File: src/ds1_pattern_pkg.sv
// Constants, register map and mode encodings for the DS1 pattern and framing block
package ds1_pattern_pkg;
   localparam logic [7:0] ADDR_CTRL = 8'h00;
   localparam logic [7:0] ADDR_STATUS = 8'h04;
   localparam logic [7:0] ADDR_ERRCNT = 8'h08;
   localparam logic [31:0] CTRL_RESET = 32'h0000_0000;
   localparam int CLK_LSB = 0;
   localparam int FRM_LSB = 2;
   localparam int CODE_BIT = 5;
   localparam int PAY_LSB = 6;
   localparam int ST_SYNC = 0;
   localparam int ST_DET_VALID = 1;
   localparam int ST_DET_ESF = 2;
   localparam int ST_REFUSED = 3;
   localparam int ST_TIMING_LSB = 4;
   typedef enum logic [1:0] {CLK_INTERNAL, CLK_EXTERNAL, CLK_RECOVERED, CLK_REFERENCE} transmit_clock_source_t;
   localparam logic [2:0] TIMING_FROM_INPUT = 3'h4;
   typedef enum logic [2:0] {FRM_SF, FRM_ESF, FRM_SUBSCRIBER_LOOP_CARRIER, FRM_UNFRAMED, FRM_MOBILE_MODIFIED_SF,
      FRM_UNFRAMED_T1C, FRM_AUTO_MATCH} framing_t;
   typedef enum logic [3:0] {PAY_QRSS, PAY_PRBS6, PAY_PRBS9, PAY_PRBS11, PAY_PRBS15, PAY_PRBS20, PAY_PRBS23,
      PAY_ZEROS, PAY_ONES, PAY_ALT, PAY_AIS, PAY_EXT} payload_t;
   typedef enum logic [1:0] {VT_NONE, VT_ASYNC, VT_BYTE_SYNC} vt_mode_t;
   localparam logic [15:0] CLOCK_KHZ = 16'hc350;
   localparam logic [15:0] DS1_KHZ = 16'h0608;
   localparam logic [7:0] LAST_BIT_POS = 8'hc0;
   localparam logic [3:0] LAST_SF_FRAME = 4'hb;
   localparam logic [4:0] LAST_ESF_FRAME = 5'h17;
   localparam logic [6:0] LAST_LOOP_FRAME = 7'h47;
   localparam logic [11:0] SF_FBITS = 12'h8dc;
   localparam logic [11:0] MOBILE_FS_FLIP = 12'h555;
   localparam logic [5:0] ESF_FPS = 6'h0b;
   localparam logic [35:0] LOOP_FS = 36'h1_c71c_71c7;
   localparam int PRBS_COUNT = 6;
   localparam int PRBS_STAGES [PRBS_COUNT] = '{6, 9, 11, 15, 20, 23};
   localparam int PRBS_TAPS [PRBS_COUNT] = '{5, 5, 9, 14, 17, 18};
   localparam int QRSS_INDEX = 4;
   localparam logic [3:0] QRSS_MAX_ZEROS = 4'he;
   localparam logic [2:0] B8_V1 = 3'h3;
   localparam logic [2:0] B8_B1 = 3'h4;
   localparam logic [2:0] B8_V2 = 3'h6;
   localparam logic [2:0] B8_B2 = 3'h7;
   localparam logic [5:0] SYNC_GOOD_BITS = 6'h20;
   localparam logic [5:0] ERR_WEIGHT = 6'h04;
   localparam logic [5:0] LOSS_LEVEL = 6'h20;
   localparam logic [5:0] DETECT_HITS = 6'h30;

   function automatic logic config_allowed(input logic [2:0] frm, input logic [3:0] pay, input logic [1:0] vt);
      logic ok;
      ok = (frm <= FRM_AUTO_MATCH) && (pay <= PAY_EXT) && (vt <= VT_BYTE_SYNC);
      if (vt == VT_BYTE_SYNC && (frm == FRM_SUBSCRIBER_LOOP_CARRIER || frm == FRM_UNFRAMED || pay == PAY_ZEROS))
         ok = 1'b0;
      if (vt != VT_NONE && (frm == FRM_MOBILE_MODIFIED_SF || frm == FRM_AUTO_MATCH))
         ok = 1'b0;
      return ok;
   endfunction
endpackage

File: src/ds1_pattern_framing_config.sv
// DS1 test signal path: timing select, framer, line coder, pattern generator and checker
`timescale 1ns/1ps

module prbs_stage #(
   parameter int STAGES = 6,
   parameter int TAP = 5
) (
   input wire logic clock,
   input wire logic rstn,
   input wire logic en,
   input wire logic load_en,
   input wire logic load_bit,
   output logic predicted
);
   logic [STAGES-1:0] shift;

   // Loading the received bit makes a self-synchronising checker
   assign predicted = shift[STAGES-1] ^ shift[TAP-1];

   always_ff @(posedge clock or negedge rstn) begin
      if (!rstn)
         shift <= '1;
      else if (en)
         shift <= {shift[STAGES-2:0], load_en ? load_bit : predicted};
   end
endmodule

module ds1_pattern_framing_config (
   input wire logic clock,
   input wire logic rstn,
   input wire logic [7:0] addr,
   input wire logic [31:0] wdata,
   input wire logic write_strobe,
   input wire logic read_strobe,
   output logic [31:0] rdata,
   input wire logic ext_clock_tick,
   input wire logic reference_tick,
   input wire logic [1:0] vt_mode,
   input wire logic rx_bit_en,
   input wire logic rx_bit,
   input wire logic rx_f_bit,
   output logic tx_bit_en,
   output logic tx_pos,
   output logic tx_neg,
   output logic tx_f_bit,
   output logic vt_path_ais
);
   logic [31:0] ctrl;
   logic write_refused;
   logic [31:0] error_count;
   logic [1:0] clock_sel;
   logic [2:0] framing_sel;
   logic [3:0] payload;
   logic use_b8zs;
   logic ext_payload;
   logic ais_payload;
   logic ctrl_write;
   logic ctrl_ok;

   assign clock_sel = ctrl[ds1_pattern_pkg::CLK_LSB +: 2];
   assign framing_sel = ctrl[ds1_pattern_pkg::FRM_LSB +: 3];
   assign payload = ctrl[ds1_pattern_pkg::PAY_LSB +: 4];
   assign use_b8zs = ctrl[ds1_pattern_pkg::CODE_BIT];
   assign ext_payload = payload == ds1_pattern_pkg::PAY_EXT;
   assign ais_payload = payload == ds1_pattern_pkg::PAY_AIS;
   assign ctrl_write = write_strobe && addr == ds1_pattern_pkg::ADDR_CTRL;
   assign ctrl_ok = ds1_pattern_pkg::config_allowed(wdata[ds1_pattern_pkg::FRM_LSB +: 3],
      wdata[ds1_pattern_pkg::PAY_LSB +: 4], vt_mode);

   // Refused settings leave the previous configuration in force
   always_ff @(posedge clock or negedge rstn) begin
      if (!rstn) begin
         ctrl <= ds1_pattern_pkg::CTRL_RESET;
         write_refused <= 1'b0;
      end else if (ctrl_write) begin
         if (ctrl_ok)
            ctrl <= {22'h00_0000, wdata[ds1_pattern_pkg::PAY_LSB +: 4], wdata[ds1_pattern_pkg::PAY_LSB-1:0]};
         write_refused <= !ctrl_ok;
      end
   end

   // Internal 1.544 MHz rate from a fractional accumulator
   logic [15:0] int_acc;
   logic int_wrap;
   logic int_tick;
   assign int_wrap = (int_acc + ds1_pattern_pkg::DS1_KHZ) >= ds1_pattern_pkg::CLOCK_KHZ;

   always_ff @(posedge clock or negedge rstn) begin
      if (!rstn) begin
         int_acc <= 16'h0000;
         int_tick <= 1'b0;
      end else begin
         int_acc <= int_wrap ? int_acc + ds1_pattern_pkg::DS1_KHZ - ds1_pattern_pkg::CLOCK_KHZ
                             : int_acc + ds1_pattern_pkg::DS1_KHZ;
         int_tick <= int_wrap;
      end
   end

   logic sel_tick;
   always_comb begin
      case (clock_sel)
         ds1_pattern_pkg::CLK_INTERNAL: sel_tick = int_tick;
         ds1_pattern_pkg::CLK_EXTERNAL: sel_tick = ext_clock_tick;
         ds1_pattern_pkg::CLK_RECOVERED: sel_tick = rx_bit_en;
         default: sel_tick = reference_tick;
      endcase
   end
   assign tx_bit_en = ext_payload ? rx_bit_en : sel_tick;

   // Auto-match detector: F bits collected from the receive framer
   logic [23:0] rx_fbits;
   logic sf_seen;
   logic esf_seen;
   logic cand_esf;
   logic [5:0] detect_run;
   logic detect_valid;
   logic detected_esf;
   logic rx_f_en;
   assign rx_f_en = rx_bit_en && rx_f_bit;

   // Terminal bits sit on either phase of the history as new F bits shift in
   always_comb begin
      logic [5:0] fps;
      logic sf_odd;
      sf_seen = 1'b1;
      sf_odd = 1'b1;
      esf_seen = 1'b0;
      fps = 6'h00;
      for (int i = 0; i < 11; i++) begin
         if (rx_fbits[2*i] == rx_fbits[2*i+2])
            sf_seen = 1'b0;
         if (rx_fbits[2*i+1] == rx_fbits[2*i+3])
            sf_odd = 1'b0;
      end
      sf_seen = sf_seen || sf_odd;
      for (int p = 0; p < 4; p++) begin
         for (int i = 0; i < 6; i++)
            fps[5-i] = rx_fbits[23-p-4*i];
         for (int r = 0; r < 6; r++)
            if (fps == ((ds1_pattern_pkg::ESF_FPS << r) | (ds1_pattern_pkg::ESF_FPS >> (6 - r))))
               esf_seen = 1'b1;
      end
   end

   always_ff @(posedge clock or negedge rstn) begin
      if (!rstn) begin
         rx_fbits <= 24'h00_0000;
         cand_esf <= 1'b0;
         detect_run <= 6'h00;
         detect_valid <= 1'b0;
         detected_esf <= 1'b0;
      end else if (rx_f_en) begin
         rx_fbits <= {rx_fbits[22:0], rx_bit};
         if (sf_seen == esf_seen || cand_esf != esf_seen) begin
            detect_run <= 6'h00;
            cand_esf <= esf_seen;
         end else if (detect_run != ds1_pattern_pkg::DETECT_HITS) begin
            detect_run <= detect_run + 6'h01;
         end else begin
            detect_valid <= 1'b1;
            detected_esf <= cand_esf;
         end
      end
   end

   // Transmit framing in force
   logic [2:0] tx_framing;
   logic tx_framed;
   assign tx_framing = framing_sel == ds1_pattern_pkg::FRM_AUTO_MATCH ?
      (detected_esf ? ds1_pattern_pkg::FRM_ESF : ds1_pattern_pkg::FRM_SF) : framing_sel;
   assign tx_framed = !ext_payload && !ais_payload && tx_framing != ds1_pattern_pkg::FRM_UNFRAMED &&
      tx_framing != ds1_pattern_pkg::FRM_UNFRAMED_T1C;

   logic [7:0] bit_pos;
   logic [3:0] fr12;
   logic [4:0] fr24;
   logic [6:0] fr72;
   logic f_slot;
   logic payload_adv;
   assign f_slot = tx_framed && bit_pos == 8'h00;
   assign payload_adv = tx_bit_en && !f_slot && !ext_payload;

   always_ff @(posedge clock or negedge rstn) begin
      if (!rstn) begin
         bit_pos <= 8'h00;
         fr12 <= 4'h0;
         fr24 <= 5'h00;
         fr72 <= 7'h00;
      end else if (tx_bit_en) begin
         bit_pos <= bit_pos == ds1_pattern_pkg::LAST_BIT_POS ? 8'h00 : bit_pos + 8'h01;
         if (bit_pos == ds1_pattern_pkg::LAST_BIT_POS) begin
            fr12 <= fr12 == ds1_pattern_pkg::LAST_SF_FRAME ? 4'h0 : fr12 + 4'h1;
            fr24 <= fr24 == ds1_pattern_pkg::LAST_ESF_FRAME ? 5'h00 : fr24 + 5'h01;
            fr72 <= fr72 == ds1_pattern_pkg::LAST_LOOP_FRAME ? 7'h00 : fr72 + 7'h01;
         end
      end
   end

   logic [11:0] mobile_fbits;
   logic fbit;
   assign mobile_fbits = ds1_pattern_pkg::SF_FBITS ^ ds1_pattern_pkg::MOBILE_FS_FLIP;

   always_comb begin
      case (tx_framing)
         ds1_pattern_pkg::FRM_ESF:
            if (fr24[1:0] == 2'h3)
               fbit = ds1_pattern_pkg::ESF_FPS[3'h5 - fr24[4:2]];
            else
               fbit = !fr24[0];
         ds1_pattern_pkg::FRM_SUBSCRIBER_LOOP_CARRIER:
            fbit = fr72[0] ? ds1_pattern_pkg::LOOP_FS[6'h23 - fr72[6:1]] : ds1_pattern_pkg::SF_FBITS[4'hb - fr12];
         ds1_pattern_pkg::FRM_MOBILE_MODIFIED_SF: fbit = mobile_fbits[4'hb - fr12];
         default: fbit = ds1_pattern_pkg::SF_FBITS[4'hb - fr12];
      endcase
   end

   // Pattern generators, one transmit and one checking copy each
   logic [ds1_pattern_pkg::PRBS_COUNT-1:0] tx_pred;
   logic [ds1_pattern_pkg::PRBS_COUNT-1:0] rx_pred;
   logic rx_payload_en;
   assign rx_payload_en = rx_bit_en && !rx_f_bit;

   for (genvar k = 0; k < ds1_pattern_pkg::PRBS_COUNT; k++) begin : gen_prbs
      prbs_stage #(
         .STAGES(ds1_pattern_pkg::PRBS_STAGES[k]),
         .TAP(ds1_pattern_pkg::PRBS_TAPS[k])
      ) tx_gen (
         .clock(clock),
         .rstn(rstn),
         .en(payload_adv),
         .load_en(1'b0),
         .load_bit(1'b0),
         .predicted(tx_pred[k])
      );
      prbs_stage #(
         .STAGES(ds1_pattern_pkg::PRBS_STAGES[k]),
         .TAP(ds1_pattern_pkg::PRBS_TAPS[k])
      ) rx_gen (
         .clock(clock),
         .rstn(rstn),
         .en(rx_payload_en),
         .load_en(1'b1),
         .load_bit(rx_bit),
         .predicted(rx_pred[k])
      );
   end

   // QRSS forces a one after fourteen zeros without disturbing the register
   logic [3:0] tx_zero_run;
   logic [3:0] rx_zero_run;
   logic qrss_bit;
   logic rx_qrss_force;
   logic rx_qrss_pred;
   assign qrss_bit = tx_zero_run >= ds1_pattern_pkg::QRSS_MAX_ZEROS || tx_pred[ds1_pattern_pkg::QRSS_INDEX];
   assign rx_qrss_force = rx_zero_run >= ds1_pattern_pkg::QRSS_MAX_ZEROS;

   prbs_stage #(
      .STAGES(ds1_pattern_pkg::PRBS_STAGES[ds1_pattern_pkg::QRSS_INDEX]),
      .TAP(ds1_pattern_pkg::PRBS_TAPS[ds1_pattern_pkg::QRSS_INDEX])
   ) rx_qrss (
      .clock(clock),
      .rstn(rstn),
      .en(rx_payload_en),
      .load_en(1'b1),
      .load_bit(rx_qrss_force ? rx_qrss_pred : rx_bit),
      .predicted(rx_qrss_pred)
   );

   logic alt_phase;
   logic rx_last;
   always_ff @(posedge clock or negedge rstn) begin
      if (!rstn) begin
         tx_zero_run <= 4'h0;
         rx_zero_run <= 4'h0;
         alt_phase <= 1'b1;
         rx_last <= 1'b0;
      end else begin
         if (payload_adv) begin
            alt_phase <= !alt_phase;
            tx_zero_run <= qrss_bit ? 4'h0 : tx_zero_run + 4'h1;
         end
         if (rx_payload_en) begin
            rx_last <= rx_bit;
            rx_zero_run <= rx_bit ? 4'h0 : (rx_qrss_force ? rx_zero_run : rx_zero_run + 4'h1);
         end
      end
   end

   logic pay_bit;
   logic rx_expect;
   logic check_on;
   always_comb begin
      check_on = 1'b1;
      case (payload)
         ds1_pattern_pkg::PAY_QRSS: begin
            pay_bit = qrss_bit;
            rx_expect = rx_qrss_force || rx_qrss_pred;
         end
         ds1_pattern_pkg::PAY_PRBS6: begin
            pay_bit = tx_pred[0];
            rx_expect = rx_pred[0];
         end
         ds1_pattern_pkg::PAY_PRBS9: begin
            pay_bit = tx_pred[1];
            rx_expect = rx_pred[1];
         end
         ds1_pattern_pkg::PAY_PRBS11: begin
            pay_bit = tx_pred[2];
            rx_expect = rx_pred[2];
         end
         ds1_pattern_pkg::PAY_PRBS15: begin
            pay_bit = tx_pred[3];
            rx_expect = rx_pred[3];
         end
         ds1_pattern_pkg::PAY_PRBS20: begin
            pay_bit = tx_pred[4];
            rx_expect = rx_pred[4];
         end
         ds1_pattern_pkg::PAY_PRBS23: begin
            pay_bit = tx_pred[5];
            rx_expect = rx_pred[5];
         end
         ds1_pattern_pkg::PAY_ZEROS: begin
            pay_bit = 1'b0;
            rx_expect = 1'b0;
         end
         ds1_pattern_pkg::PAY_ALT: begin
            pay_bit = alt_phase;
            rx_expect = !rx_last;
         end
         ds1_pattern_pkg::PAY_EXT: begin
            pay_bit = rx_bit;
            rx_expect = rx_bit;
            check_on = 1'b0;
         end
         default: begin
            pay_bit = 1'b1;
            rx_expect = 1'b1;
         end
      endcase
   end

   // Line coder: eight-bit window feeds B8ZS substitution
   logic tx_bit_val;
   logic [7:0] b8_win;
   logic [7:0] f_win;
   logic sub_act;
   logic [2:0] sub_step;
   logic last_pos;
   logic sub_start;
   logic in_sub;
   logic [2:0] step;
   logic is_v;
   logic mark;
   logic pulse;
   logic pol;
   assign tx_bit_val = ext_payload ? rx_bit : (f_slot ? fbit : pay_bit);
   assign sub_start = use_b8zs && !sub_act && b8_win == 8'h00;
   assign in_sub = sub_act || sub_start;
   assign step = sub_act ? sub_step : 3'h0;
   assign is_v = in_sub && (step == ds1_pattern_pkg::B8_V1 || step == ds1_pattern_pkg::B8_V2);
   assign mark = in_sub ? (step == ds1_pattern_pkg::B8_B1 || step == ds1_pattern_pkg::B8_B2) : b8_win[7];
   assign pulse = mark || is_v;
   assign pol = is_v ? last_pos : !last_pos;

   always_ff @(posedge clock or negedge rstn) begin
      if (!rstn) begin
         b8_win <= 8'hff;
         f_win <= 8'h00;
         sub_act <= 1'b0;
         sub_step <= 3'h0;
         last_pos <= 1'b0;
         tx_pos <= 1'b0;
         tx_neg <= 1'b0;
         tx_f_bit <= 1'b0;
      end else if (tx_bit_en) begin
         b8_win <= {b8_win[6:0], tx_bit_val};
         f_win <= {f_win[6:0], f_slot};
         tx_f_bit <= f_win[7];
         tx_pos <= pulse && pol;
         tx_neg <= pulse && !pol;
         if (pulse)
            last_pos <= pol;
         if (sub_start) begin
            sub_act <= 1'b1;
            sub_step <= 3'h1;
         end else if (sub_act) begin
            sub_act <= sub_step != ds1_pattern_pkg::B8_B2;
            sub_step <= sub_step + 3'h1;
         end
      end
   end

   // Pattern checker: sync after clean run, leaky bucket for loss
   logic pattern_sync;
   logic [5:0] good_run;
   logic [5:0] bucket;
   logic mismatch;
   logic count_error;
   logic err_read;
   assign mismatch = rx_payload_en && check_on && rx_bit != rx_expect;
   assign count_error = mismatch && pattern_sync;
   assign err_read = read_strobe && addr == ds1_pattern_pkg::ADDR_ERRCNT;

   always_ff @(posedge clock or negedge rstn) begin
      if (!rstn) begin
         pattern_sync <= 1'b0;
         good_run <= 6'h00;
         bucket <= 6'h00;
      end else if (!check_on) begin
         pattern_sync <= 1'b0;
         good_run <= 6'h00;
         bucket <= 6'h00;
      end else if (rx_payload_en) begin
         if (!pattern_sync) begin
            good_run <= mismatch ? 6'h00 : good_run + 6'h01;
            pattern_sync <= !mismatch && good_run == ds1_pattern_pkg::SYNC_GOOD_BITS - 6'h01;
            bucket <= 6'h00;
         end else if (mismatch) begin
            bucket <= bucket + ds1_pattern_pkg::ERR_WEIGHT;
            pattern_sync <= bucket + ds1_pattern_pkg::ERR_WEIGHT < ds1_pattern_pkg::LOSS_LEVEL;
            good_run <= 6'h00;
         end else if (bucket != 6'h00) begin
            bucket <= bucket - 6'h01;
         end
      end
   end

   // Error counter clears on read; an error in the read cycle survives
   always_ff @(posedge clock or negedge rstn) begin
      if (!rstn)
         error_count <= 32'h0000_0000;
      else if (err_read)
         error_count <= {31'h0000_0000, count_error};
      else if (count_error && error_count != 32'hffff_ffff)
         error_count <= error_count + 32'h0000_0001;
   end

   logic [2:0] timing_code;
   logic [31:0] status_word;
   logic [31:0] read_mux;
   assign timing_code = ext_payload ? ds1_pattern_pkg::TIMING_FROM_INPUT : {1'b0, clock_sel};
   always_comb begin
      status_word = 32'h0000_0000;
      status_word[ds1_pattern_pkg::ST_SYNC] = pattern_sync;
      status_word[ds1_pattern_pkg::ST_DET_VALID] = detect_valid;
      status_word[ds1_pattern_pkg::ST_DET_ESF] = detected_esf;
      status_word[ds1_pattern_pkg::ST_REFUSED] = write_refused;
      status_word[ds1_pattern_pkg::ST_TIMING_LSB +: 3] = timing_code;
   end
   assign read_mux = addr == ds1_pattern_pkg::ADDR_CTRL ? ctrl :
                     addr == ds1_pattern_pkg::ADDR_STATUS ? status_word :
                     addr == ds1_pattern_pkg::ADDR_ERRCNT ? error_count : 32'h0000_0000;

   always_ff @(posedge clock or negedge rstn) begin
      if (!rstn) begin
         rdata <= 32'h0000_0000;
         vt_path_ais <= 1'b0;
      end else begin
         rdata <= read_strobe ? read_mux : 32'h0000_0000;
         vt_path_ais <= ais_payload && vt_mode != ds1_pattern_pkg::VT_NONE;
      end
   end
endmodule

File: config.mk
export PLATFORM = sky130hd
export DESIGN_NAME = ds1_pattern_framing_config
export DESIGN_NICKNAME = d
export VERILOG_FILES = /design/src/ds1_pattern_pkg.sv /design/src/ds1_pattern_framing_config.sv
export SDC_FILE = /design/constraint.sdc
export NUM_CORES = 1
export LEC_CHECK = 0
export ABC_AREA = 1
export BUFFER_PORTS_ARGS = -buffer_cell sky130_fd_sc_hd__buf_2
export CORE_ASPECT_RATIO = 1.4
export CORE_UTILIZATION = 62
export CTS_CLUSTER_DIAMETER = 120
export DETAILED_ROUTE_END_ITERATION = 8
export MAX_ROUTING_LAYER = met4
export PLACE_DENSITY = 0.78
export SYNTH_ARGS = -nofsm -noshare
export SYNTH_HDL_FRONTEND = slang
export SYNTH_SLANG_ARGS = --single-unit
File: constraint.sdc
create_clock -name clock -period 2.7 [get_ports clock]
set_clock_uncertainty 0.1 [all_clocks]
set_input_delay 0.54 -clock clock [delete_from_list [all_inputs] [get_ports clock]]
set_output_delay 0.54 -clock clock [all_outputs]
set_load 0.01 [all_outputs]
**Word-level counts from Yosys, hierarchy flattened**

Memories as Yosys holds them, arrays and structs flattened.
Cells that the tools add are included.

- Register bits: 385
- Latch bits: 0
- Memory bits (writable): 0
- Bits in read-only memories: 104
- Bits of input ports: 51
- Logic and storage cells: 353
- Memories kept: 4

- Add/sub/neg operators: 17
- $mul: 0
- Div/mod/pow operators: 0
- Order comparisons: 10
- Equality and inequality tests: 91
- Shift operators: 0
- Muxes and demuxes: 103
- Bitwise operators: 15
- Reduce and logical (&&, ||, !) cells: 69

Memory list:

| name | depth | bits a word | read ports | clocked after memory_dff | write ports | line | RTL |
|---|---|---|---|---|---|---|---|
| (no name shown) | 64 | 1 | 1 | 0 | 0 | ds1_pattern_framing_config.sv:211 | `fbit = fr72[0] ? ds1_pattern_pkg::LOOP_FS[6'h23 - fr72[6:1]] : ds1_pattern_pkg::SF_FBITS[4'hb - fr12];` |
| (no name shown) | 16 | 1 | 1 | 0 | 0 | ds1_pattern_framing_config.sv:213 | `default: fbit = ds1_pattern_pkg::SF_FBITS[4'hb - fr12];` |
| (no name shown) | 16 | 1 | 1 | 0 | 0 | ds1_pattern_framing_config.sv:212 | `ds1_pattern_pkg::FRM_MOBILE_MODIFIED_SF: fbit = mobile_fbits[4'hb - fr12];` |
| (no name shown) | 8 | 1 | 1 | 0 | 0 | ds1_pattern_framing_config.sv:207 | `fbit = ds1_pattern_pkg::ESF_FPS[3'h5 - fr24[4:2]];` |

Operators with widths:

| operator | count |
|---|---|
| 32-bit 2-to-1 mux | 6 |
| 6-bit equality test (second input constant) | 12 |
| 6-bit 2-to-1 mux | 12 |
| 1-bit 2-to-1 mux | 68 |
| 6-bit by 5-bit equality test with 1-bit output (second input constant) | 9 |
| 32-bit by 1-bit adder with 32-bit output (second input constant) | 1 |
| 32-bit inequality test (second input constant) | 1 |
| 1-bit logical AND | 25 |
| 6-bit by 4-bit equality test with 1-bit output (second input constant) | 4 |
| 8-bit zero test | 3 |
| 1-bit equality test | 23 |
| 3-bit equality test (second input constant) | 7 |
| 4-bit by 3-bit equality test with 1-bit output (second input constant) | 5 |
| 2-bit AND reduction | 9 |
| 16-bit by 11-bit adder with 16-bit output (second input constant) | 1 |
| 4-bit equality test (second input constant) | 4 |
| 16-bit greater-or-equal comparator (second input constant) | 1 |
| 16-bit 2-to-1 mux | 1 |
| 4-bit 2-to-1 mux | 4 |
| 16-bit subtractor (second input constant) | 1 |
| 3-bit 2-to-1 mux | 5 |
| 1-bit XOR | 13 |
| 4-bit by 1-bit adder with 4-bit output (second input constant) | 3 |
| 6-bit by 1-bit adder with 6-bit output (second input constant) | 2 |
| 48 further kinds | 85 |

**Depth between registers and ports, before layout**

Gate-level depths: netlist of the first run.

- Depth in word-level cells: 29
- Depth in mapped cells: 16
- Depth with buffers taken out: 15

**Hierarchy**

From an unflattened synthesis of the first run, not the netlist that was laid out.

- Cells, all modules: 2297
- Area total of the unflattened synthesis: 18888.1 µm²

Modules (own cells, without submodules):

| module | instances | cells an instance | area each (µm²) |
|---|---|---|---|
| ds1_pattern_framing_config | 1 | 1484 | 11214.5 |
| prbs_stage at gen_prbs[4].rx_gen ... | 3 | 83 | 792.0 |
| prbs_stage at gen_prbs[5].rx_gen ... | 2 | 94 | 914.6 |
| prbs_stage at gen_prbs[3].rx_gen ... | 2 | 65 | 616.8 |
| prbs_stage at gen_prbs[2].rx_gen ... | 2 | 50 | 474.2 |
| prbs_stage at gen_prbs[1].rx_gen ... | 2 | 42 | 385.4 |
| prbs_stage at gen_prbs[0].rx_gen ... | 2 | 31 | 257.7 |

**Least setup slack after synthesis of the first run**

Ideal clock, no wire load.

- Path type: flip-flop to flip-flop
- Start: register int_acc[3]
- End: register int_acc[10]
- Setup time: 0.117 ns
- Arrival time: 1.952 ns
- Required time: 2.483 ns
- Slack: 0.531 ns
- Cell stages (with the launch flop): 11
- Cells stage by stage: dfrtp_1 ha_1 xnor2_1 ha_1 o21ai_0 nand2_1 nand3_1 nand3_1 buf_4 nand3b_1 nand2_1

- Word-level cells in the longest chain between the ends: 3

Ends and longest elaborated chain:

| what | line | RTL |
|---|---|---|
| from (decl) | ds1_pattern_framing_config.sv:83 | `logic [15:0] int_acc;` |
| from (signal assigned) | ds1_pattern_framing_config.sv:93 | `int_acc <= int_wrap ? int_acc + ds1_pattern_pkg::DS1_KHZ - ds1_pattern_pkg::CLOCK_KHZ` |
| 16-bit by 11-bit adder with 16-bit output (*) | ds1_pattern_framing_config.sv:86, ds1_pattern_framing_config.sv:93, ds1_pattern_framing_config.sv:94 |  |
| 16-bit subtractor / 16-bit greater-or-equal comparator (equally long branches) | ds1_pattern_framing_config.sv:93, ds1_pattern_framing_config.sv:86 |  |
| 16-bit 2-to-1 mux (*) | ds1_pattern_framing_config.sv:93 |  |

Every way passes the cells marked *; elsewhere a longest branch is shown, timed or not.
A chain may end at the register's enable or synchronous reset.

**Final worst setup path of the first run**

- Start: register ctrl[8]
- End: output port tx_bit_en

- Word-level cells in the longest chain between the ends: 2

Ends and longest elaborated chain:

| what | line | RTL |
|---|---|---|
| from (decl) | ds1_pattern_framing_config.sv:48 | `logic [31:0] ctrl;` |
| from (signal assigned) | ds1_pattern_framing_config.sv:73 | `ctrl <= ds1_pattern_pkg::CTRL_RESET;` |
| from (signal assigned) | ds1_pattern_framing_config.sv:77 | `ctrl <= {22'h00_0000, wdata[ds1_pattern_pkg::PAY_LSB +: 4], wdata[ds1_pattern_pkg::PAY_LSB-1:0]};` |
| 4-bit equality test | ds1_pattern_framing_config.sv:64 | `assign ext_payload = payload == ds1_pattern_pkg::PAY_EXT;` |
| 1-bit 2-to-1 mux | ds1_pattern_framing_config.sv:108 | `assign tx_bit_en = ext_payload ? rx_bit_en : sel_tick;` |
| to (decl) | ds1_pattern_framing_config.sv:42 | `output logic tx_bit_en,` |

No other way between the ends.

==> results of run 1 <==
[power by group through the flow]
stage / sequential [mW] / clock [mW] / combinational (mW)
2_1_floorplan: 6.26 / 0 / 1.36
3_3_place_gp: 6.38 / 0 / 1.75
3_5_place_dp: 6.41 / 0 / 1.84
4_1_cts: 6.35 / 4.70 / 1.87
5_1_grt: 6.45 / 4.87 / 2.16
6_report: 6.35 / 4.59 / 1.85
[layout by cell type (no fill, tap or decap), types with 3 or more instances in the layout]
cell type	n
nand3_1	121
nand3b_1	9
buf_12	7
clkbuf_1	8
o211ai_1	8
nand4_1	46
o31ai_1	4
inv_1	189
nor2_1	152
o32ai_1	3
clkbuf_8	4
nor3b_1	3
nand2_2	8
dfrtp_1	185
buf_4	22
clkinv_2	5
nor3_1	60
buf_2	64
ha_1	26
xor2_1	57
dfstp_2	136
nor4_1	7
o21bai_1	3
xnor2_1	12
a21oi_1	25
o221ai_1	3
clkbuf_16	35
nand2_1	722
inv_2	8
o21ai_0	141
nor2_2	5
o22ai_1	3
o21ai_1	3
and3_1	3
inv_6	3
a31oi_1	5
[cell type report]
class / instances / area (sq um) / area share (%)
repair buffers: 95 / 650.6 / 3.619
inverters: 198 / 743.2 / 4.134
clock inverters: 15 / 136.4 / 0.7587
clock buffers: 47 / 960.9 / 5.346
well taps: 319 / 399.1 / 2.220
flip-flops and latches: 321 / 8203 / 45.63
multi-input cells: 1447 / 6880 / 38.28
diodes: 1 / 2.502 / 0.01392
[path summary, 6_finish.rpt]
kind	start	to	depth (start not counted)
hold reg to reg	gen_prbs[2].tx_gen.shift[5]	gen_prbs[2].tx_gen.shift[6]	2
setup reg to reg	int_acc[3]	int_acc[5]	10
max in group asynchronous	rstn	bucket[2]	3
setup / recovery	ctrl[8]	tx_bit_en	6
hold / removal	wdata[6]	ctrl[6]	3
min in group asynchronous	rstn	fr72[4]	2
[cell usage after synthesis, types with 26 or more instances]
cell type	n
nor3_1	60
nand4_1	46
inv_1	190
nor2_1	152
clkbuf_1	46
nand2_1	724
xor2_1	57
dfrtp_1	185
o21ai_0	141
dfstp_2	136
nand3_1	121
ha_1	26
[worst max-delay path: stages (launching register included)]
cell and delay (ps):
dfrtp_1 450, nor2_2 170, nand3_2 170, inv_2 180, nand2_1 80, nand2_2 180, buf_2 170
[metrics by stage]
step	power [mW]	area (sq um)	hold WS (ps)
after floorplan	7.618	16110	144.4
after global placement	8.134	16860	347.3
after detailed placement	8.255	16860	350.2
after CTS	12.92	17960	136.2
after global routing	13.48	17980	147.4
final	12.79	17980	149.1
[registers in the layout (all words and copies together) (netlist names), 10 cells and up]
signal                 flops
ctrl                      10
error_count               32
gen_prbs.rx_gen.shift     23
gen_prbs.tx_gen.shift     84
int_acc                   13
rdata                     32
rx_fbits                  24
rx_qrss.shift             20
[logic make-up after synthesis]
group / count (synthesis)
adder cells (fa/ha/maj): 26
XOR/XNOR: 70
multiplexers: 1
buffers and inverters: 267
AND/OR/NAND/NOR: 1146
flip-flops: 321
AO/OA/AOI/OAI: 204
[metal layers]
layer | share of wire, % | global-route usage (%) | wire, microns | up-vias
met3 | 4.7 | 3.697 | 1668 | 96
met1 | 42 | 35.10 | 14890 | 6296
met5 | 0 | - | 0 | -
met4 | 3.4 | 11.71 | 1223 | 0
li1 | - | - | - | 6623
met2 | 50 | 50.27 | 17970 | 351
[what timing repair did]
item | 4_1_cts | 5_1_grt
endpoints found under the hold margin | 22 | 0
gates resized for setup | 0 | 2
hold buffers | 1 | 0
setup buffers | 0 | 0
setup endpoints to repair | 0 | 10
==> results.sh, run 1 <==
export IMPL_numCtsBuffers=34
export IMPL_critPathCaptureType="output port"
export IMPL_cts_max_level=2
export IMPL_cts_tree="done"
export IMPL_yosys_register_bits=321
export IMPL_setup_violations=0
export IMPL_synth_edf_count=0
export IMPL_synth_ff_type="dfrtp_1"
export IMPL_grt_use_total_pct=29.17
export IMPL_synth_cell_types=49
export IMPL_status="finished with violations"
export IMPL_yosys_area_share_simple_pct=29.79
export IMPL_nets=2174
export IMPL_tns_ps=0
export IMPL_maxSlewViolCount=0
export IMPL_area_growth_pct=11.61
export IMPL_dp_hpwl_microns=24830
export IMPL_antenna_found_initial=1
export IMPL_crit_arrival_ps=1930
export IMPL_clock_path_buffers=3
export IMPL_fp_dieH_microns=192.7
export IMPL_min_path_type="in -> reg"
export IMPL_r2r_setup_slack_ps=160
export IMPL_instances_no_fill=2443
export IMPL_syn_inst=2035
export IMPL_critPathMaxFanout=9
export IMPL_crit_required_ps=2060
export IMPL_synth_top_area_share_pct=28.74
export IMPL_yosys_area_top_type="dfrtp_1"
export IMPL_finalHoldViolCount=0
export IMPL_detail_route_wl_per_cell_microns=14.63
export IMPL_drive_gt1_share_pct=14.93
export IMPL_fin_util_pct=70.58
export IMPL_comb_power_share_pct=14.5
export IMPL_p_clk_share_pct=35.9
export IMPL_synth_async_sr_flop_share_pct=100.0
export IMPL_wl_microns=35750
export IMPL_synth_xor_area_share_pct=3.806
export IMPL_initialDrtViolationCount=720
export IMPL_fmax_mhz=389.5
export IMPL_p_leak_nw=8.835
export IMPL_grt_pass1_wl_microns=61340
export IMPL_place_ws_ps=113.6
export IMPL_swShare_pct=28.87
export IMPL_fill_cells=2052
export IMPL_clock_root_buffer="clkbuf_16"
export IMPL_rsz0062_at_grt="no"
export IMPL_yosys_warnings=0
export IMPL_drc=12
export IMPL_cts_sinks=321
export IMPL_drv_cap=0
export IMPL_start_util_pct=63.24
export IMPL_violations="DRC"
export IMPL_gp_congestion=0.9727
export IMPL_ir_worst_vdd_mv=0.4576
export IMPL_worst_slack_ps=132.3
export IMPL_synth_mux_area_share_pct=0.06215
export IMPL_crit_path_start_kind="flop"
export IMPL_syn_area_per_cell_sq_um=7.915
export IMPL_synth_compound_area_share_pct=6.898
export IMPL_place_inst=2379
export IMPL_port_buffers=65
export IMPL_cts_clk_slew_worst_paths_ps=60
export IMPL_synth_area_leaders="dfrtp_1, dfstp_2, nand2_1"
export IMPL_syn_area_sq_mm=0.01611
export IMPL_antenna_left=0
export IMPL_pin_count=88
export IMPL_coreArea_sq_mm=0.02547
export IMPL_dieArea_sq_mm=0.02664
export IMPL_p_seq_share_pct=49.7
export IMPL_synth_seq_area_share_pct=50.93
export IMPL_p_int_mw=9.099
export IMPL_vias_per_cell=5.471
export IMPL_grt_ovfl_total=0
export IMPL_grt_max_degree=94
export IMPL_period_needed_ps=2568
export IMPL_timing_final_crit_share_pct=95.10
export IMPL_worstMarginPinSlew_ps=722.1
export IMPL_first_pass_iters=7
export IMPL_rows=69
export IMPL_powerDensity_mw_per_mm2=711.6
export IMPL_die_x_microns=138.2
export IMPL_grt_pass1_vias=13130
export IMPL_setup_worst_path_class="reg -> out"
export IMPL_p_switching_mw=3.693
export IMPL_num_vias=13370
export IMPL_synth_net_count=2112
export IMPL_synth_top_family_by_area="simple AND/OR/NAND/NOR gates"
export IMPL_synthAdderAreaFrac_pct=2.020
export IMPL_clkLatencyLatePin_ps=540
export IMPL_max_slew_margin_rel_pct=51.79
(Power assumes the default switching activity.)
==> run 2, diff against run 1 <==
--- a/config.mk
+++ b/config.mk
@@ -8,11 +8,12 @@
 export ABC_AREA = 1
 export BUFFER_PORTS_ARGS = -buffer_cell sky130_fd_sc_hd__buf_2
 export CORE_ASPECT_RATIO = 1.4
-export CORE_UTILIZATION = 62
+export CORE_UTILIZATION = 64
+export CTS_BUF_LIST = sky130_fd_sc_hd__clkbuf_4 sky130_fd_sc_hd__clkbuf_8
 export CTS_CLUSTER_DIAMETER = 120
 export DETAILED_ROUTE_END_ITERATION = 8
 export MAX_ROUTING_LAYER = met4
-export PLACE_DENSITY = 0.78
+export PLACE_DENSITY = 0.83
 export SYNTH_ARGS = -nofsm -noshare
 export SYNTH_HDL_FRONTEND = slang
 export SYNTH_SLANG_ARGS = --single-unit
==> results.sh, run 2 (same netlist as run 1, synthesis figures left out) <==
export IMPL_clkLatencyLatePin_ps=600
export IMPL_clock_path_buffers=3
export IMPL_cp_top_family="simple AND/OR/NAND/NOR gates"
export IMPL_nets=2194
export IMPL_crit_end="tx_bit_en"
export IMPL_grt_use_total_pct=29.93
export IMPL_timing_final_crit_share_pct=95.45
export IMPL_detail_route_wl_per_cell_microns=14.57
export IMPL_min_path_type="in -> reg"
export IMPL_maxSlewViolCount=0
export IMPL_hold_ws_ps=91.37
export IMPL_mostFrequentLayoutCell="nand2_1"
export IMPL_powerDensity_mw_per_mm2=691.5
export IMPL_numCtsBuffers=48
export IMPL_clock_root_buffer="clkbuf_8"
export IMPL_cts_clk_slew_worst_paths_ps=70
export IMPL_largest_reg_flops=84
export IMPL_period_needed_ps=2577
export IMPL_worstMarginPinSlew_ps=772.1
export IMPL_cts_tree="done"
export IMPL_setup_violations=0
export IMPL_max_slew_margin_rel_pct=48.45
export IMPL_drv_cap=0
export IMPL_largest_register="gen_prbs.tx_gen.shift"
export IMPL_wl_microns=35980
export IMPL_fin_util_pct=72.70
export IMPL_critPathMaxFanout=8
export IMPL_post_cts_buffers=0
export IMPL_antenna_found_initial=0
export IMPL_gp_congestion=0.9619
export IMPL_place_inst=2381
export IMPL_instances_no_fill=2470
export IMPL_fmax_mhz=388.0
export IMPL_cts_sinks=321
export IMPL_diodes=0
export IMPL_rows=68
export IMPL_cts_max_level=2
export IMPL_finalPower_mw=12.41
export IMPL_drc=0
export IMPL_crit_arrival_ps=1940
export IMPL_finalHoldViolCount=0
export IMPL_initialDrtViolationCount=778
export IMPL_drive_gt1_share_pct=16.57
export IMPL_r2r_end="int_acc[4]"
export IMPL_grt_ovfl_total=0
export IMPL_antenna_left=0
export IMPL_top_regs="gen_prbs.tx_gen.shift: 84 flops, error_count: 32 flops, rdata: 32 flops"
export IMPL_worst_slack_ps=122.8
export IMPL_ir_worst_vdd_mv=0.5126
export IMPL_r2r_start="int_acc[3]"
export IMPL_pin_count=88
export IMPL_layout_common_cells="nand2_1, inv_1, dfrtp_1"
export IMPL_place_ws_ps=161.1
export IMPL_first_pass_iters=5
export IMPL_vias_per_cell=5.459
export IMPL_p_leak_nw=8.872
export IMPL_dieArea_sq_mm=0.02581
export IMPL_worst_path_stages=6
export IMPL_crit_buf_inv=2
export IMPL_fp_dieH_microns=189.7
export IMPL_r2r_setup_slack_ps=240
export IMPL_cp_slowest_cell="dfrtp_1"
export IMPL_grt_pass1_wl_microns=60480
export IMPL_crit_start="ctrl[8]"
export IMPL_num_vias=13480
export IMPL_path_cells="nor2_2 > nand3_4 > inv_4 > nand2_1 > nand2_2 > buf_2"
export IMPL_grt_max_degree=69
export IMPL_die_x_microns=136.1
export IMPL_critPathCaptureType="output port"
export IMPL_reg2reg_depth=10
export IMPL_crit_path_start_kind="flop"
export IMPL_cpPeakStageDelay_ps=450
export IMPL_dp_hpwl_microns=25390
export IMPL_port_buffers=65
export IMPL_area_growth_pct=11.37
export IMPL_crit_required_ps=2060
export IMPL_coreArea_sq_mm=0.02467
export IMPL_start_util_pct=65.28
export IMPL_setup_worst_path_class="reg -> out"
export IMPL_grt_pass1_vias=13050
export IMPL_status="finished, final reports clean"
-- run 2: area by class of cell --
| type | instances | area [sq um] |
|---|---|---|
| clock buffers | 79 | 962.2 |
| fillers | 1890 | 6735 |
| flip-flops and latches | 321 | 8203 |
| inverters | 198 | 745.7 |
| multi-input cells | 1447 | 6888 |
| well taps | 315 | 394.1 |
| repair buffers | 101 | 670.6 |
| clock inverters | 9 | 75.07 |
-- run 2: where the power goes --
group	switching, mW	internal [mW]
logic	1.18	0.672
registers	0.552	5.81
clock network	1.85	2.35
total	3.58	8.82
-- run 2: layer usage --
metal / vias up / track usage (%) / wire, microns
met5: - / - / 0
met4: 0 / 13.08 / 1436
met3: 112 / 4.157 / 1742
met2: 334 / 49.49 / 17790
met1: 6382 / 36.39 / 15020
li1: 6656 / - / -
-- run 2: metrics by stage --
| step | setup TNS [ps] | area (sq um) |
|---|---|---|
| finish | 0 | 17940 |
| global route | -31.91 | 17940 |
| CTS | 0 | 17920 |
| detailed placement | 0 | 16870 |
| global placement | 0 | 16870 |
| floorplan | 0 | 16110 |
-- run 2: repair_timing --
action	4_1_cts	5_1_grt
endpoints found under the hold margin	22	0
hold buffers	1	0
setup endpoints to repair	0	11
gates resized for setup	0	4
-- run 2: worst min path at each step --
stage                           startpoint                           to  slack [ps]  cells after the start
6_report                          wdata[1]                      ctrl[1]          90                      3
5_1_grt                           wdata[3]                      ctrl[3]          80                      3
4_1_cts                           wdata[1]                      ctrl[1]          60                      3
3_5_place_dp   gen_prbs[5].tx_gen.shift[7]  gen_prbs[5].tx_gen.shift[8]         350                      2
3_3_place_gp   gen_prbs[2].tx_gen.shift[1]  gen_prbs[2].tx_gen.shift[2]         350                      2
2_1_floorplan                         rstn                   bit_pos[0]         140                      0
-- run 2: worst register-to-register path: stages, from the launching register on --
cell and delay (ps):
dfrtp_1 430, ha_1 290, xnor2_2 190, ha_1 250
o21ai_0 290, nand2_1 170, nand3_1 150, nand3_1 120
buf_4 210, nand3b_1 90, nand2_1 60
